==> src/rtl/sac_regs.svh <==
// register map, field positions, reset values and timing counts
// assumes a 10 MHz bus clock and 32-bit AXI4-Lite data
`ifndef SAC_REGS_SVH
`define SAC_REGS_SVH
`define SAC_OFS_CTRL      8'h00
`define SAC_OFS_CFG       8'h04
`define SAC_OFS_STATUS    8'h08
`define SAC_OFS_RESULT    8'h0C
`define SAC_OFS_COMPARE   8'h10
`define SAC_OFS_PIN_MID   8'h14
`define SAC_OFS_PIN_HIGH  8'h18
`define SAC_CTRL_CH_LSB   0
`define SAC_CTRL_CONT     5
`define SAC_CTRL_HWTRG    6
`define SAC_CTRL_IEN      7
`define SAC_CTRL_CMPEN    8
`define SAC_CTRL_CMPGT    9
`define SAC_CFG_CLK_LSB   0
`define SAC_CFG_MODE_LSB  2
`define SAC_CFG_LSMP      4
`define SAC_CFG_DIV_LSB   5
`define SAC_CFG_LPC       7
`define SAC_RST_CTRL      10'h01F
`define SAC_RST_CFG       8'h00
`define SAC_RST_PIN       8'h00
`define SAC_CLK_PERIOD_NS 100
`define SAC_ASYNC_PERIOD_NS 500
`define SAC_ASYNC_HALF_CYC ((`SAC_ASYNC_PERIOD_NS / 2 + `SAC_CLK_PERIOD_NS - 1) / `SAC_CLK_PERIOD_NS)
`define SAC_SAMPLE_SHORT  5'h03
`define SAC_SAMPLE_LONG   5'h17
`endif

==> src/rtl/sac_pkg.sv <==
// types shared by the converter control logic
// assumes sac_regs.svh supplies the numeric constants
package sac_pkg;
  typedef enum logic [3:0] {
    SAC_IDLE    = 4'b0001,
    SAC_SAMPLE  = 4'b0010,
    SAC_CONVERT = 4'b0100,
    SAC_STORE   = 4'b1000
  } sac_state_t;
  typedef enum logic [1:0] {
    SAC_SRC_BUS   = 2'b00,
    SAC_SRC_HALF  = 2'b01,
    SAC_SRC_ALT   = 2'b10,
    SAC_SRC_ASYNC = 2'b11
  } sac_src_t;
  typedef enum logic [1:0] {
    SAC_MODE_8  = 2'b00,
    SAC_MODE_10 = 2'b10
  } sac_mode_t;
endpackage

==> src/rtl/sac_top.sv <==
// successive approximation converter control with AXI4-Lite registers
// assumes synchronous inputs, an external comparator and port pad logic
//
// Operation
// - mid pin register: bits map channels 15..8
// - high pin register: bits map channels 23..16
// - set bit: output hiz, input off, no pullup
// - disabled input reads as zero
// - disabled in reset or channel all ones
// - idle lowest power between conversions
// - raw result 11 or 9 bits
// - round to 10 or 8 bits, place
// - completion flag then interrupt if enabled
// - compare enable checks every result
// - four clock sources, divided; bus default
// - bus clock halved as a source
// - internal async clock generated, running only while selected and converter enabled
// - divider by 1, 2, 4 or 8
// - hardware trigger rising edge starts conversion
// - trigger ignored while converting
// - continuous: only first trigger counts
// - resolution from mode field
// - software or hardware trigger, options supported
// - clock source encoding 00..11
// - mode 00 is 8-bit, 10 is 10-bit
// - divide encoding 1, 2, 4, 8
`timescale 1ns/1ns
`include "sac_regs.svh"
module sac_top
  import sac_pkg::*;
(
  input  wire logic        aclk,
  input  wire logic        aresetn,
  input  wire logic [7:0]  s_axi_awaddr,
  input  wire logic        s_axi_awvalid,
  output logic             s_axi_awready,
  input  wire logic [31:0] s_axi_wdata,
  input  wire logic [3:0]  s_axi_wstrb,
  input  wire logic        s_axi_wvalid,
  output logic             s_axi_wready,
  output logic [1:0]       s_axi_bresp,
  output logic             s_axi_bvalid,
  input  wire logic        s_axi_bready,
  input  wire logic [7:0]  s_axi_araddr,
  input  wire logic        s_axi_arvalid,
  output logic             s_axi_arready,
  output logic [31:0]      s_axi_rdata,
  output logic [1:0]       s_axi_rresp,
  output logic             s_axi_rvalid,
  input  wire logic        s_axi_rready,
  input  wire logic        alternate_clock,
  input  wire logic        hw_trigger_input,
  input  wire logic        sar_cmp_in,
  output logic [10:0]      sar_dac_code,
  output logic             sar_sample,
  output logic             converter_enable,
  output logic             converter_active,
  output logic             low_power_mode,
  output logic             completion_irq,
  input  wire logic [15:0] port_oe_in,
  input  wire logic [15:0] port_pullup_in,
  input  wire logic [15:0] pad_in,
  output logic [15:0]      pad_oe,
  output logic [15:0]      pad_pullup,
  output logic [15:0]      pad_input_enable,
  output logic [15:0]      port_read
);
  logic [4:0]  channel_select;
  logic        continuous;
  logic        hw_trigger_enable;
  logic        completion_irq_enable;
  logic        compare_enable;
  logic        compare_gt;
  logic [1:0]  clock_source_select;
  logic [1:0]  mode;
  logic        long_sample;
  logic [1:0]  clock_divide_select;
  logic        low_power;
  logic [7:0]  analog_pin_disable_mid;
  logic [7:0]  analog_pin_disable_high;
  logic [9:0]  compare_value;
  logic [9:0]  result;
  logic        conversion_complete_flag;
  sac_state_t  state;
  logic        aw_held;
  logic        w_held;
  logic [7:0]  aw_addr;
  logic [31:0] w_data;
  logic [3:0]  w_strb;
  logic        wr_fire;
  logic        rd_fire;
  logic        ofs_ok;
  logic        disabled;
  logic        abort;
  logic        sw_start;
  logic        hw_start;
  logic [15:0] pin_dis;

  assign pin_dis = {analog_pin_disable_high, analog_pin_disable_mid};
  assign disabled = &channel_select;
  assign converter_enable = ~disabled;
  assign low_power_mode = low_power;

  // pad forcing for analog pins
  assign pad_oe = port_oe_in & ~pin_dis;
  assign pad_pullup = port_pullup_in & ~pin_dis;
  assign pad_input_enable = ~pin_dis;

  always_ff @(posedge aclk) begin
    if (!aresetn) begin
      port_read <= 16'h0000;
    end else begin
      port_read <= pad_in & ~pin_dis;
    end
  end

  // ---- AXI4-Lite slave
  assign s_axi_awready = ~aw_held & ~s_axi_bvalid;
  assign s_axi_wready = ~w_held & ~s_axi_bvalid;
  assign s_axi_arready = ~s_axi_rvalid;
  assign wr_fire = aw_held & w_held & ~s_axi_bvalid;
  assign rd_fire = s_axi_arvalid & s_axi_arready;

  always_ff @(posedge aclk) begin
    if (!aresetn) begin
      aw_held <= 1'b0;
      w_held <= 1'b0;
      aw_addr <= 8'h00;
      w_data <= 32'h0000_0000;
      w_strb <= 4'h0;
      s_axi_bvalid <= 1'b0;
      s_axi_bresp <= 2'b00;
    end else begin
      if (s_axi_awvalid && s_axi_awready) begin
        aw_held <= 1'b1;
        aw_addr <= s_axi_awaddr;
      end
      if (s_axi_wvalid && s_axi_wready) begin
        w_held <= 1'b1;
        w_data <= s_axi_wdata;
        w_strb <= s_axi_wstrb;
      end
      if (wr_fire) begin
        aw_held <= 1'b0;
        w_held <= 1'b0;
        s_axi_bvalid <= 1'b1;
        s_axi_bresp <= ofs_ok ? 2'b00 : 2'b10;
      end else if (s_axi_bready) begin
        s_axi_bvalid <= 1'b0;
      end
    end
  end

  always_comb begin
    case (aw_addr)
      `SAC_OFS_CTRL, `SAC_OFS_CFG, `SAC_OFS_STATUS, `SAC_OFS_RESULT,
      `SAC_OFS_COMPARE, `SAC_OFS_PIN_MID, `SAC_OFS_PIN_HIGH: ofs_ok = 1'b1;
      default: ofs_ok = 1'b0;
    endcase
  end

  // register writes; writes to control, config or compare abort
  always_ff @(posedge aclk) begin
    if (!aresetn) begin
      {compare_gt, compare_enable, completion_irq_enable,
       hw_trigger_enable, continuous, channel_select} <= `SAC_RST_CTRL;
      {low_power, clock_divide_select, long_sample, mode,
       clock_source_select} <= `SAC_RST_CFG;
      analog_pin_disable_mid <= `SAC_RST_PIN;
      analog_pin_disable_high <= `SAC_RST_PIN;
      compare_value <= 10'h000;
    end else if (wr_fire) begin
      case (aw_addr)
        `SAC_OFS_CTRL: begin
          if (w_strb[0]) begin
            channel_select <= w_data[`SAC_CTRL_CH_LSB +: 5];
            continuous <= w_data[`SAC_CTRL_CONT];
            hw_trigger_enable <= w_data[`SAC_CTRL_HWTRG];
            completion_irq_enable <= w_data[`SAC_CTRL_IEN];
          end
          if (w_strb[1]) begin
            compare_enable <= w_data[`SAC_CTRL_CMPEN];
            compare_gt <= w_data[`SAC_CTRL_CMPGT];
          end
        end
        `SAC_OFS_CFG: begin
          if (w_strb[0]) begin
            clock_source_select <= w_data[`SAC_CFG_CLK_LSB +: 2];
            mode <= w_data[`SAC_CFG_MODE_LSB +: 2];
            long_sample <= w_data[`SAC_CFG_LSMP];
            clock_divide_select <= w_data[`SAC_CFG_DIV_LSB +: 2];
            low_power <= w_data[`SAC_CFG_LPC];
          end
        end
        `SAC_OFS_COMPARE: begin
          if (w_strb[0]) compare_value[7:0] <= w_data[7:0];
          if (w_strb[1]) compare_value[9:8] <= w_data[9:8];
        end
        `SAC_OFS_PIN_MID: begin
          if (w_strb[0]) analog_pin_disable_mid <= w_data[7:0];
        end
        `SAC_OFS_PIN_HIGH: begin
          if (w_strb[0]) analog_pin_disable_high <= w_data[7:0];
        end
        default: begin
        end
      endcase
    end
  end

  assign abort = wr_fire & ((aw_addr == `SAC_OFS_CTRL) | (aw_addr == `SAC_OFS_CFG)
                 | (aw_addr == `SAC_OFS_COMPARE));
  // software start takes the channel value just being written
  assign sw_start = wr_fire & (aw_addr == `SAC_OFS_CTRL) & w_strb[0]
                    & ~(&w_data[`SAC_CTRL_CH_LSB +: 5]) & ~w_data[`SAC_CTRL_HWTRG];

  always_ff @(posedge aclk) begin
    if (!aresetn) begin
      s_axi_rvalid <= 1'b0;
      s_axi_rdata <= 32'h0000_0000;
      s_axi_rresp <= 2'b00;
    end else if (rd_fire) begin
      s_axi_rvalid <= 1'b1;
      s_axi_rresp <= 2'b00;
      case (s_axi_araddr)
        `SAC_OFS_CTRL: s_axi_rdata <= {22'h000000, compare_gt, compare_enable,
          completion_irq_enable, hw_trigger_enable, continuous, channel_select};
        `SAC_OFS_CFG: s_axi_rdata <= {24'h000000, low_power, clock_divide_select,
          long_sample, mode, clock_source_select};
        `SAC_OFS_STATUS: s_axi_rdata <= {29'h00000000, disabled,
          ~state[0], conversion_complete_flag};
        `SAC_OFS_RESULT: s_axi_rdata <= {22'h000000, result};
        `SAC_OFS_COMPARE: s_axi_rdata <= {22'h000000, compare_value};
        `SAC_OFS_PIN_MID: s_axi_rdata <= {24'h000000, analog_pin_disable_mid};
        `SAC_OFS_PIN_HIGH: s_axi_rdata <= {24'h000000, analog_pin_disable_high};
        default: begin
          s_axi_rdata <= 32'h0000_0000;
          s_axi_rresp <= 2'b10;
        end
      endcase
    end else if (s_axi_rready) begin
      s_axi_rvalid <= 1'b0;
    end
  end

  // ---- converter clock: source select then divide
  logic       half_tgl;
  logic       alt_q;
  logic [2:0] async_cnt;
  logic       async_clk;
  logic       async_q;
  logic       src_tick;
  logic [2:0] div_cnt;
  logic [2:0] div_mask;
  logic       conv_tick;
  logic       async_run;

  // internal oscillator runs whenever selected and the channel is not all ones, whatever the power mode
  assign async_run = (clock_source_select == SAC_SRC_ASYNC) & ~disabled;

  always_ff @(posedge aclk) begin
    if (!aresetn) begin
      half_tgl <= 1'b0;
      alt_q <= 1'b0;
      async_cnt <= 3'h0;
      async_clk <= 1'b0;
      async_q <= 1'b0;
    end else begin
      half_tgl <= ~half_tgl;
      alt_q <= alternate_clock;
      async_q <= async_clk;
      if (!async_run) begin
        async_cnt <= 3'h0;
        async_clk <= 1'b0;
      end else if (async_cnt == 3'(`SAC_ASYNC_HALF_CYC - 1)) begin
        async_cnt <= 3'h0;
        async_clk <= ~async_clk;
      end else begin
        async_cnt <= async_cnt + 3'h1;
      end
    end
  end

  always_comb begin
    case (clock_source_select)
      SAC_SRC_BUS: src_tick = 1'b1;
      SAC_SRC_HALF: src_tick = half_tgl;
      SAC_SRC_ALT: src_tick = alternate_clock & ~alt_q;
      SAC_SRC_ASYNC: src_tick = async_clk & ~async_q;
      default: src_tick = 1'b0;
    endcase
    case (clock_divide_select)
      2'b00: div_mask = 3'h0;
      2'b01: div_mask = 3'h1;
      2'b10: div_mask = 3'h3;
      2'b11: div_mask = 3'h7;
      default: div_mask = 3'h0;
    endcase
  end

  assign conv_tick = src_tick & ((div_cnt & div_mask) == div_mask);

  always_ff @(posedge aclk) begin
    if (!aresetn) begin
      div_cnt <= 3'h0;
    end else if (state == SAC_IDLE) begin
      div_cnt <= 3'h0;
    end else if (src_tick) begin
      div_cnt <= div_cnt + 3'h1;
    end
  end

  // ---- hardware trigger
  logic trig_s1;
  logic trig_s2;
  logic trig_s3;
  always_ff @(posedge aclk) begin
    if (!aresetn) begin
      trig_s1 <= 1'b0;
      trig_s2 <= 1'b0;
      trig_s3 <= 1'b0;
    end else begin
      trig_s1 <= hw_trigger_input;
      trig_s2 <= trig_s1;
      trig_s3 <= trig_s2;
    end
  end
  // edges in any busy state, continuous series included, are dropped
  assign hw_start = hw_trigger_enable & trig_s2 & ~trig_s3 & ~disabled
                    & (state == SAC_IDLE) & ~abort;

  // ---- sequencer and successive approximation
  logic [4:0]  samp_cnt;
  logic [10:0] trial;
  logic [10:0] raw;
  logic        mode10;
  logic [9:0]  rounded;
  logic        cmp_true;
  logic [9:0]  cmp_a;
  logic [9:0]  cmp_b;
  logic [9:0]  cmp_diff;
  logic [9:0]  store_val;

  assign mode10 = (mode == SAC_MODE_10);
  assign converter_active = ~state[0];
  assign sar_sample = (state == SAC_SAMPLE);
  assign sar_dac_code = raw;

  always_comb begin
    if (mode10) begin
      rounded = (&raw[10:1]) ? raw[10:1] : raw[10:1] + {9'h000, raw[0]};
    end else begin
      rounded = {2'b00, (&raw[8:1]) ? raw[8:1] : raw[8:1] + {7'h00, raw[0]}};
    end
    cmp_a = mode10 ? rounded : {2'b00, rounded[7:0]};
    cmp_b = mode10 ? compare_value : {2'b00, compare_value[7:0]};
    cmp_true = ~compare_enable | (compare_gt ? (cmp_a >= cmp_b) : (cmp_a < cmp_b));
    cmp_diff = cmp_a - cmp_b;
    // 8-bit difference stays in the low byte
    store_val = compare_enable ? (mode10 ? cmp_diff : {2'b00, cmp_diff[7:0]}) : rounded;
  end

  always_ff @(posedge aclk) begin
    if (!aresetn) begin
      state <= SAC_IDLE;
      samp_cnt <= 5'h00;
      trial <= 11'h000;
      raw <= 11'h000;
    end else if (disabled || abort) begin
      state <= sw_start ? SAC_SAMPLE : SAC_IDLE;
      samp_cnt <= long_sample ? `SAC_SAMPLE_LONG : `SAC_SAMPLE_SHORT;
      trial <= 11'h000;
      raw <= 11'h000;
    end else begin
      case (state)
        SAC_IDLE: begin
          if (hw_start) begin
            state <= SAC_SAMPLE;
            samp_cnt <= long_sample ? `SAC_SAMPLE_LONG : `SAC_SAMPLE_SHORT;
          end
        end
        SAC_SAMPLE: begin
          if (conv_tick) begin
            if (samp_cnt == 5'h00) begin
              state <= SAC_CONVERT;
              trial <= mode10 ? 11'h400 : 11'h100;
              raw <= mode10 ? 11'h400 : 11'h100;
            end else begin
              samp_cnt <= samp_cnt - 5'h01;
            end
          end
        end
        SAC_CONVERT: begin
          if (conv_tick) begin
            raw <= (sar_cmp_in ? raw : raw & ~trial) | (trial >> 1);
            trial <= trial >> 1;
            if (trial[0]) state <= SAC_STORE;
          end
        end
        SAC_STORE: begin
          samp_cnt <= long_sample ? `SAC_SAMPLE_LONG : `SAC_SAMPLE_SHORT;
          state <= continuous ? SAC_SAMPLE : SAC_IDLE;
        end
        default: state <= SAC_IDLE;
      endcase
    end
  end

  // result and completion flag; a new completion beats a clearing read
  logic store_ok;
  logic flag_clr;
  assign store_ok = (state == SAC_STORE) & cmp_true & ~abort & ~disabled;
  assign flag_clr = rd_fire & (s_axi_araddr == `SAC_OFS_RESULT);

  always_ff @(posedge aclk) begin
    if (!aresetn) begin
      result <= 10'h000;
      conversion_complete_flag <= 1'b0;
    end else begin
      if (store_ok) begin
        result <= store_val;
        conversion_complete_flag <= 1'b1;
      end else if (flag_clr || abort) begin
        conversion_complete_flag <= 1'b0;
      end
    end
  end

  assign completion_irq = conversion_complete_flag & completion_irq_enable;

  // ---- checks
  a_pin_hiz_forced: assert property (@(posedge aclk) disable iff (!aresetn)
    ((pad_oe & pin_dis) == 16'h0000) && ((pad_pullup & pin_dis) == 16'h0000))
    else $error("disabled analog pin still driven or pulled up");
  a_port_read_zero: assert property (@(posedge aclk) disable iff (!aresetn)
    1'b1 |=> ((port_read & $past(pin_dis)) == 16'h0000))
    else $error("disabled pin reads nonzero");
  a_disabled_goes_idle: assert property (@(posedge aclk) disable iff (!aresetn)
    disabled |-> (state == SAC_IDLE) && !converter_enable)
    else $error("converter active while channel select all ones");
  a_flag_after_store: assert property (@(posedge aclk) disable iff (!aresetn)
    store_ok |=> conversion_complete_flag && (result == $past(store_val)))
    else $error("result or flag missing after store");
  a_irq_follows_flag: assert property (@(posedge aclk) disable iff (!aresetn)
    $rose(conversion_complete_flag) && completion_irq_enable |-> completion_irq)
    else $error("completion interrupt missing");
  a_trig_busy_ignored: assert property (@(posedge aclk) disable iff (!aresetn)
    (state != SAC_IDLE) && trig_s2 && !trig_s3 && !abort |-> !hw_start)
    else $error("trigger accepted while converting");
  a_hw_trig_launch: assert property (@(posedge aclk) disable iff (!aresetn)
    hw_start && !disabled |=> (state == SAC_SAMPLE))
    else $error("hardware trigger did not start conversion");
  a_sar_length_8: assert property (@(posedge aclk) disable iff (!aresetn)
    $rose(state == SAC_CONVERT) && !mode10 && !abort |-> (trial == 11'h100))
    else $error("8-bit sequence not started at bit 8");
  a_result_8bit_low: assert property (@(posedge aclk) disable iff (!aresetn)
    store_ok && !mode10 |=> (result[9:8] == 2'b00))
    else $error("8-bit result placed in high bits");
  a_tick_divided: assert property (@(posedge aclk) disable iff (!aresetn)
    conv_tick && (clock_divide_select == 2'b11) |-> src_tick && (div_cnt[2:0] == 3'h7))
    else $error("divide by 8 tick misplaced");
endmodule

==> config.mk <==
export PLATFORM = sky130hd
export DESIGN_NAME = sac_top
export DESIGN_NICKNAME = d
export VERILOG_FILES = /design/src/rtl/sac_pkg.sv /design/src/rtl/sac_top.sv
export VERILOG_INCLUDE_DIRS = /design/src /design/src/rtl
export SDC_FILE = /design/constraint.sdc
export NUM_CORES = 1
export LEC_CHECK = 0
export BUFFER_PORTS_ARGS = -buffer_cell sky130_fd_sc_hd__buf_2
export CORE_ASPECT_RATIO = 0.8
export CORE_MARGIN = 2
export CORE_UTILIZATION = 47
export DETAILED_ROUTE_END_ITERATION = 16
export PLACE_DENSITY = 0.77
export SYNTH_ARGS = -nofsm -noshare
export SYNTH_HDL_FRONTEND = slang
export SYNTH_SLANG_ARGS = --single-unit
==> constraint.sdc <==
create_clock -name aclk -period 3.3 [get_ports aclk]
set_input_delay 0.165 -clock aclk [delete_from_list [all_inputs] [get_ports aclk]]
set_output_delay 0.165 -clock aclk [all_outputs]
set_load 0.1 [all_outputs]
==> run summary, run 1 <==
WHS Endpoint: aw_addr[3]
Routed len/inst: 15.96 microns
Startpoint of the worst hold path: s_axi_awaddr[3]
First-pass GRT wire length: 34640 microns
Die height: 117.1 microns
Worst Hold Class: in -> reg
Avg Inst Size Synth: 8.198 sq um
Worst reg2reg path startpoint: sar_dac_code[1]
Normalized max-slew margin: 36.36%
F_max: 0.3140 GHz
Final HPWL from detailed placement: 15430 microns
Synth unique cells: 74
DRT Pass-1 Iters: 9
Initial DRC count: 579
Flops & latches, synth: 151
Req. time, crit path: 3570 ps
Final Net Count: 1261
Non-filler instance count after layout: 1360
WHS Path Cells: 3
Filler Cell Count: 1386
Drt total wl: 21710 microns
GR Util All Layers: 25.73%
Area growth, synth to finish: 28.24%
Final setup TNS: 0 ps
Synth Area in XOR/XNOR: 1.866%
Port Buffers: 182
Power per cell area: 477.7 nW/um^2
Tmin final: 3185 ps
Crit path max-delay family: adder cells
Number of core rows: 41
CP max FO: 6
Simple-gate share of the synthesized area: 23.44%
CTS root buf: clkbuf_16
Die width: 145.3 microns
Starting Density: 47.84%
Hold slack: 14.10 ps
YS warnings: 0
Vias in the first global route: 6877
Most frequent cells in the layout: buf_2, nand2_1, dfxtp_1
Adder-Cell Fraction of Synth Area: 3.099%
Synth Area in Compound Gates: 17.09%
Synth async-reset ratio: 0%
Multi-input logic area: 4131 sq um
Slowest stage cell, crit path: fa_1
Final hold vios: 0
Worst path bufs/invs: 1
Share of cells above drive strength 1: 23.41%
Clk_skew: 3.774 ps
Largest net degree at the start of global routing: 44
Worst-path clk slew: 60 ps
Most common cell after layout, fill and taps aside: buf_2
Post-synthesis cell count: 916
CTS H-Tree Depth: 4
Main combinational cell family by area after synthesis: simple AND/OR/NAND/NOR gates
Critical R2R Capture: result[7]
Post-DP Area: 8600 sq um
Sequential fraction of the synthesis area: 40.25%
I/O pins: 231
Via count: 7337
Critical Path Start Type: flip-flop
Reg2Reg Depth: 11
Final Worst Setup Slack: 115.3 ps
Post-synthesis mux area share: 7.714%
Critical Path Sink Type: flip-flop
Pre-CTS setup slack: 24.94 ps
Max stage delay on crit path: 440 ps
Crit path kind: reg -> reg
CTS Buffer Depth: 2
R2R setup slack: 120 ps
Post-route cell area: 9630 sq um
Register area: 3064 sq um
Main synth FF type: dfxtp_1
Worst path most repeated cell: ha_1
Count of max-cap constraint violations: 0
Total die area: 17010 sq um
Leakage power: 0.004126 uW
CTS Buf Count: 17
Clk sinks: 151
Tightest Pin Transition: 941.3 ps
Placed Cells: 1291
Initial antenna violation count: 0
GPL Wtd Cong: 0.9226
Mapped cell area: 7510 sq um
Vias per inst: 5.395
Core area: 15700 sq um
Setup violators final: 0
Congestion Overflow GR: 0
Final Max Slew Viols: 0
Crit path DAT: 3460 ps
Post-route ant nets: 0
Period utilization: 96.51%
Crit-path cells: ha_1 > ha_1 > or2_2 > fa_1 > a21o_1 > a31oi_2 > o31ai_4 > mux2_4 > nor2_1 > buf_4 > a311oi_1
VDD IR max: 379.6 uV
CTS tree: done
Status: complete, no violations
Post-synth EDFFs: 0
ANT cells: 0
Clock latency on the worst-skew pair: 430 ps
# DRC: 0
## state kept, by name, indices dropped and copies added, names as in the netlist, 3 cells and up
signal	count
port_read	16
sar_dac_code	11
trial	11
compare_value	10
result	10
s_axi_rdata	10
w_data	10
analog_pin_disable_high	8
analog_pin_disable_mid	8
aw_addr	8
channel_select	5
samp_cnt	5
state	4
async_cnt	3
div_cnt	3
## worst max path at each step
stage               startpoint         to  slack (ps)  cells past startpoint
3_5_place_dp   sar_dac_code[4]  result[7]          20                     13
5_1_grt        sar_dac_code[1]  result[7]         -10                     13
4_1_cts        sar_dac_code[4]  result[7]          20                     13
2_1_floorplan  sar_dac_code[1]  result[9]          50                     11
3_3_place_gp   sar_dac_code[5]  result[9]         150                     13
6_report       sar_dac_code[1]  result[7]         120                     11
## where the power goes
| group | internal [uW] | leakage, uW | switching (uW) |
|---|---|---|---|
| combinational | 151 | 0.00259 | 557 |
| sequential | 1850 | 0.00124 | 39.0 |
| clock | 1240 | 0.000302 | 762 |
| total | 3240 | 0.00413 | 1360 |
## cell families after synthesis
| family | after synthesis |
|---|---|
| AOI/OAI and AO/OA | 210 |
| adders and majority gates | 18 |
| buffers and inverters | 102 |
| xor gates and xnor gates | 16 |
| muxes | 50 |
| other | 1 |
| and+or+nand+nor | 368 |
| DFF | 151 |
## cells in the mapped netlist, drive strengths merged, types with 7 or more instances
master,instances,share of area [%]
a21oi,102,6.8
a311oi,7,0.82
a31oi,8,0.75
and2,13,1.1
and3,25,2.1
buf,32,3.0
clkbuf,26,1.3
dfxtp,151,40
ha,17,2.8
inv,42,2.1
mux2i,42,5.8
nand2,150,7.5
nand3,16,1.1
nor2,79,4.0
nor2b,43,3.6
nor3,9,0.67
o21ai,41,2.7
xnor2,9,1.0
xor2,7,0.82
## worst min-delay path, delay by kind of cell
family	cells	cell delay, ps
AOI/OAI and AO/OA	1	60
and+or+nand+nor	1	70
buffers and inverters	1	100
## routing by layer
layer / vias up / share of wire [%] / GRT usage [%]
li1: 3570 / - / -
met4: 0 / 3.1 / 10.33
met5: - / 0 / 0
met3: 49 / 7.4 / 6.822
met2: 319 / 47 / 43.79
met1: 3399 / 43 / 31.65
## per-stage QoR
stage	util [%]	total power, uW
after floorplan	-	2489
after global placement	54.78	2597
after detailed placement	54.78	2603
after CTS	61.12	4620
after global routing	61.35	4733
final	61.35	4601
## cell type report
cell class	count	share of cell area, %
well taps	215	2.793
flip-flops and latches	151	31.82
multi-input cells	686	42.90
inverters	44	1.715
clock buffers	21	5.223
clock inverters	10	1.182
repair buffers	233	14.37
## timing repair
item,in CTS,in global routing
hold endpoints to repair,36,0
resized for setup,2,6
endpoints found under the setup margin,1,9
hold buffers,36,0
pin swaps,0,5
setup buffers,0,2
(Power assumes the default switching activity.)
==> inputs of run 2 (changes only) <==
CORE_UTILIZATION = 56   (was 47)
PLACE_DENSITY = 0.86   (was 0.77)
clock period = 4.1 ns   (was 3.3 ns; I/O delays follow)
==> run 2 against run 1 <==
Compared with the run above: clock power fell by 19%; critical path depth rose by 2; register-to-register slack better by 350 ps; global-route usage up 2.8 points; flip-flop and latch count unchanged.
==> run summary, run 2 (synthesis gave the netlist of run 1 again) <==
Status: complete, no violations
Critical Path Sink Type: flip-flop
Critical Path Start Type: flip-flop
Req. time, crit path: 4360 ps
Final Max Slew Viols: 0
Routed len/inst: 16.02 microns
I/O pins: 231
Drt total wl: 20420 microns
Crit path kind: reg -> reg
Tmin final: 3634 ps
Via count: 7113
# DRC: 0
Placed Cells: 1243
Pint: 2614 uW
Post-CTS sizing: 0
Area growth, synth to finish: 20.68%
Number of core rows: 37
Final hold vios: 0
F_max: 0.2752 GHz
Clk sinks: 151
Vias per inst: 5.579
Clock power share: 43.8%
Top reg by flops: port_read
Starting Density: 57.93%
Clock latency on the worst-skew pair: 410 ps
Core area: 12960 sq um
Leakage power: 0.003907 uW
Filler Cell Count: 1035
Postcts setup bufs: 0
Share of cells above drive strength 1: 21.64%
Crit path DAT: 3890 ps
Clk_skew: 5.838 ps
Count of max-cap constraint violations: 0
Normalized max-slew margin: 40.68%
GPL Wtd Cong: 0.9013
Reg power frac: 41.5%
CTS Buffer Depth: 2
Port Buffers: 182
Final core occ: 69.91%
Post-route ant nets: 0
Hold-fix buffers, CTS: 1
CTS H-Tree Depth: 4
GR Util All Layers: 28.55%
CTS tree: done
Final HPWL from detailed placement: 15150 microns
Congestion Overflow GR: 0
CP max FO: 7
Final Net Count: 1216
Vias in the first global route: 6589
Die height: 107.6 microns
CTS root buf: clkbuf_16
ANT cells: 0
Largest net degree at the start of global routing: 41
Total die area: 14360 sq um
Worst Hold Class: in -> reg
Setup violators final: 0
Register area: 3023 sq um
Final setup TNS: 0 ps
Multi-input logic area: 4086 sq um
RSZ-0062 raised after global routing: false
Most common cell after layout, fill and taps aside: buf_2
First-pass GRT wire length: 32490 microns
Most frequent cells in the layout: buf_2, dfxtp_1, nand2_1
Max reg flops: 16
Die width: 133.5 microns
Initial DRC count: 619
Non-filler instance count after layout: 1275
VDD IR max: 300.7 uV
Initial antenna violation count: 0
Power per cell area: 407.0 nW/um^2
NetSw: 1075 uW
Switching share of power: 29.13%
Tightest Pin Transition: 877.4 ps
CTS Buf Count: 17
DRT Pass-1 Iters: 5
Combinational share of power: 14.8%
Period utilization: 88.64%
Worst-path clk slew: 60 ps
run 2: changes by cell type in the layout (fill, tap and decap cells not counted), moves of 10 or more:
cell           delta
buf_4            -10
dlygate4sd3_1    -35
dfxtp_1          +11
dfxtp_4          -11
run 2: through the flow:
stage | area (sq um) | total power (uW) | hold WS (ps) | worst slack (ps)
4_1_cts | 9062 | 3693 | 13.69 | 544.6
5_1_grt | 9062 | 3787 | 14.24 | 201.2
2_1_floorplan | 7596 | 2011 | 304.0 | 71.42
3_3_place_gp | 8442 | 2096 | 391.9 | 652.6
6_report | 9062 | 3689 | 20.20 | 465.9
3_5_place_dp | 8442 | 2103 | 397.9 | 561.1
run 2: worst max-delay path, stage by stage, from the launching register on:
cell and delay, ps:
dfxtp_1 440, nand4_1 230, a2111oi_0 400, buf_4 190, nor2_1 40, ha_1 200, inv_1 70, fa_1 200
a21o_1 170, a31oi_2 170, o31ai_4 370, mux2_2 420, nor2_1 390, a311oi_1 180
run 2: power by group through the flow:
stage               clock, uW  sequential [uW]  combinational [uW]
floorplan                   0             1630                 378
global placement            0             1560                 537
detailed placement          0             1560                 541
CTS                      1620             1530                 544
global route             1680             1530                 569
finish                   1610             1530                 544
run 2: layer usage:
layer  track usage, %  routed length (microns)  share of wire, %
met1            37.05                     8618                42
met2            48.42                     9842                48
met3            6.309                     1617               7.9
met4            7.523                      343               1.7
met5                0                        0                 0
run 2: layout make-up:
cell class,count,share of cell area (%)
repair buffers,188,10.58
clock buffers,19,4.777
clock inverters,12,1.961
inverters,44,1.822
well taps,175,2.416
multi-input cells,686,45.09
flip-flops and latches,151,33.36
run 2: final timing paths:
kind,slack (ps),depth (start not counted),end,start
hold reg to reg,450,2,s_axi_rdata[1],s_axi_rdata[1]
setup / recovery,470,13,result[6],sar_dac_code[4]
setup reg to reg,470,13,result[6],sar_dac_code[4]
hold / removal,20,2,port_read[0],pad_in[0]
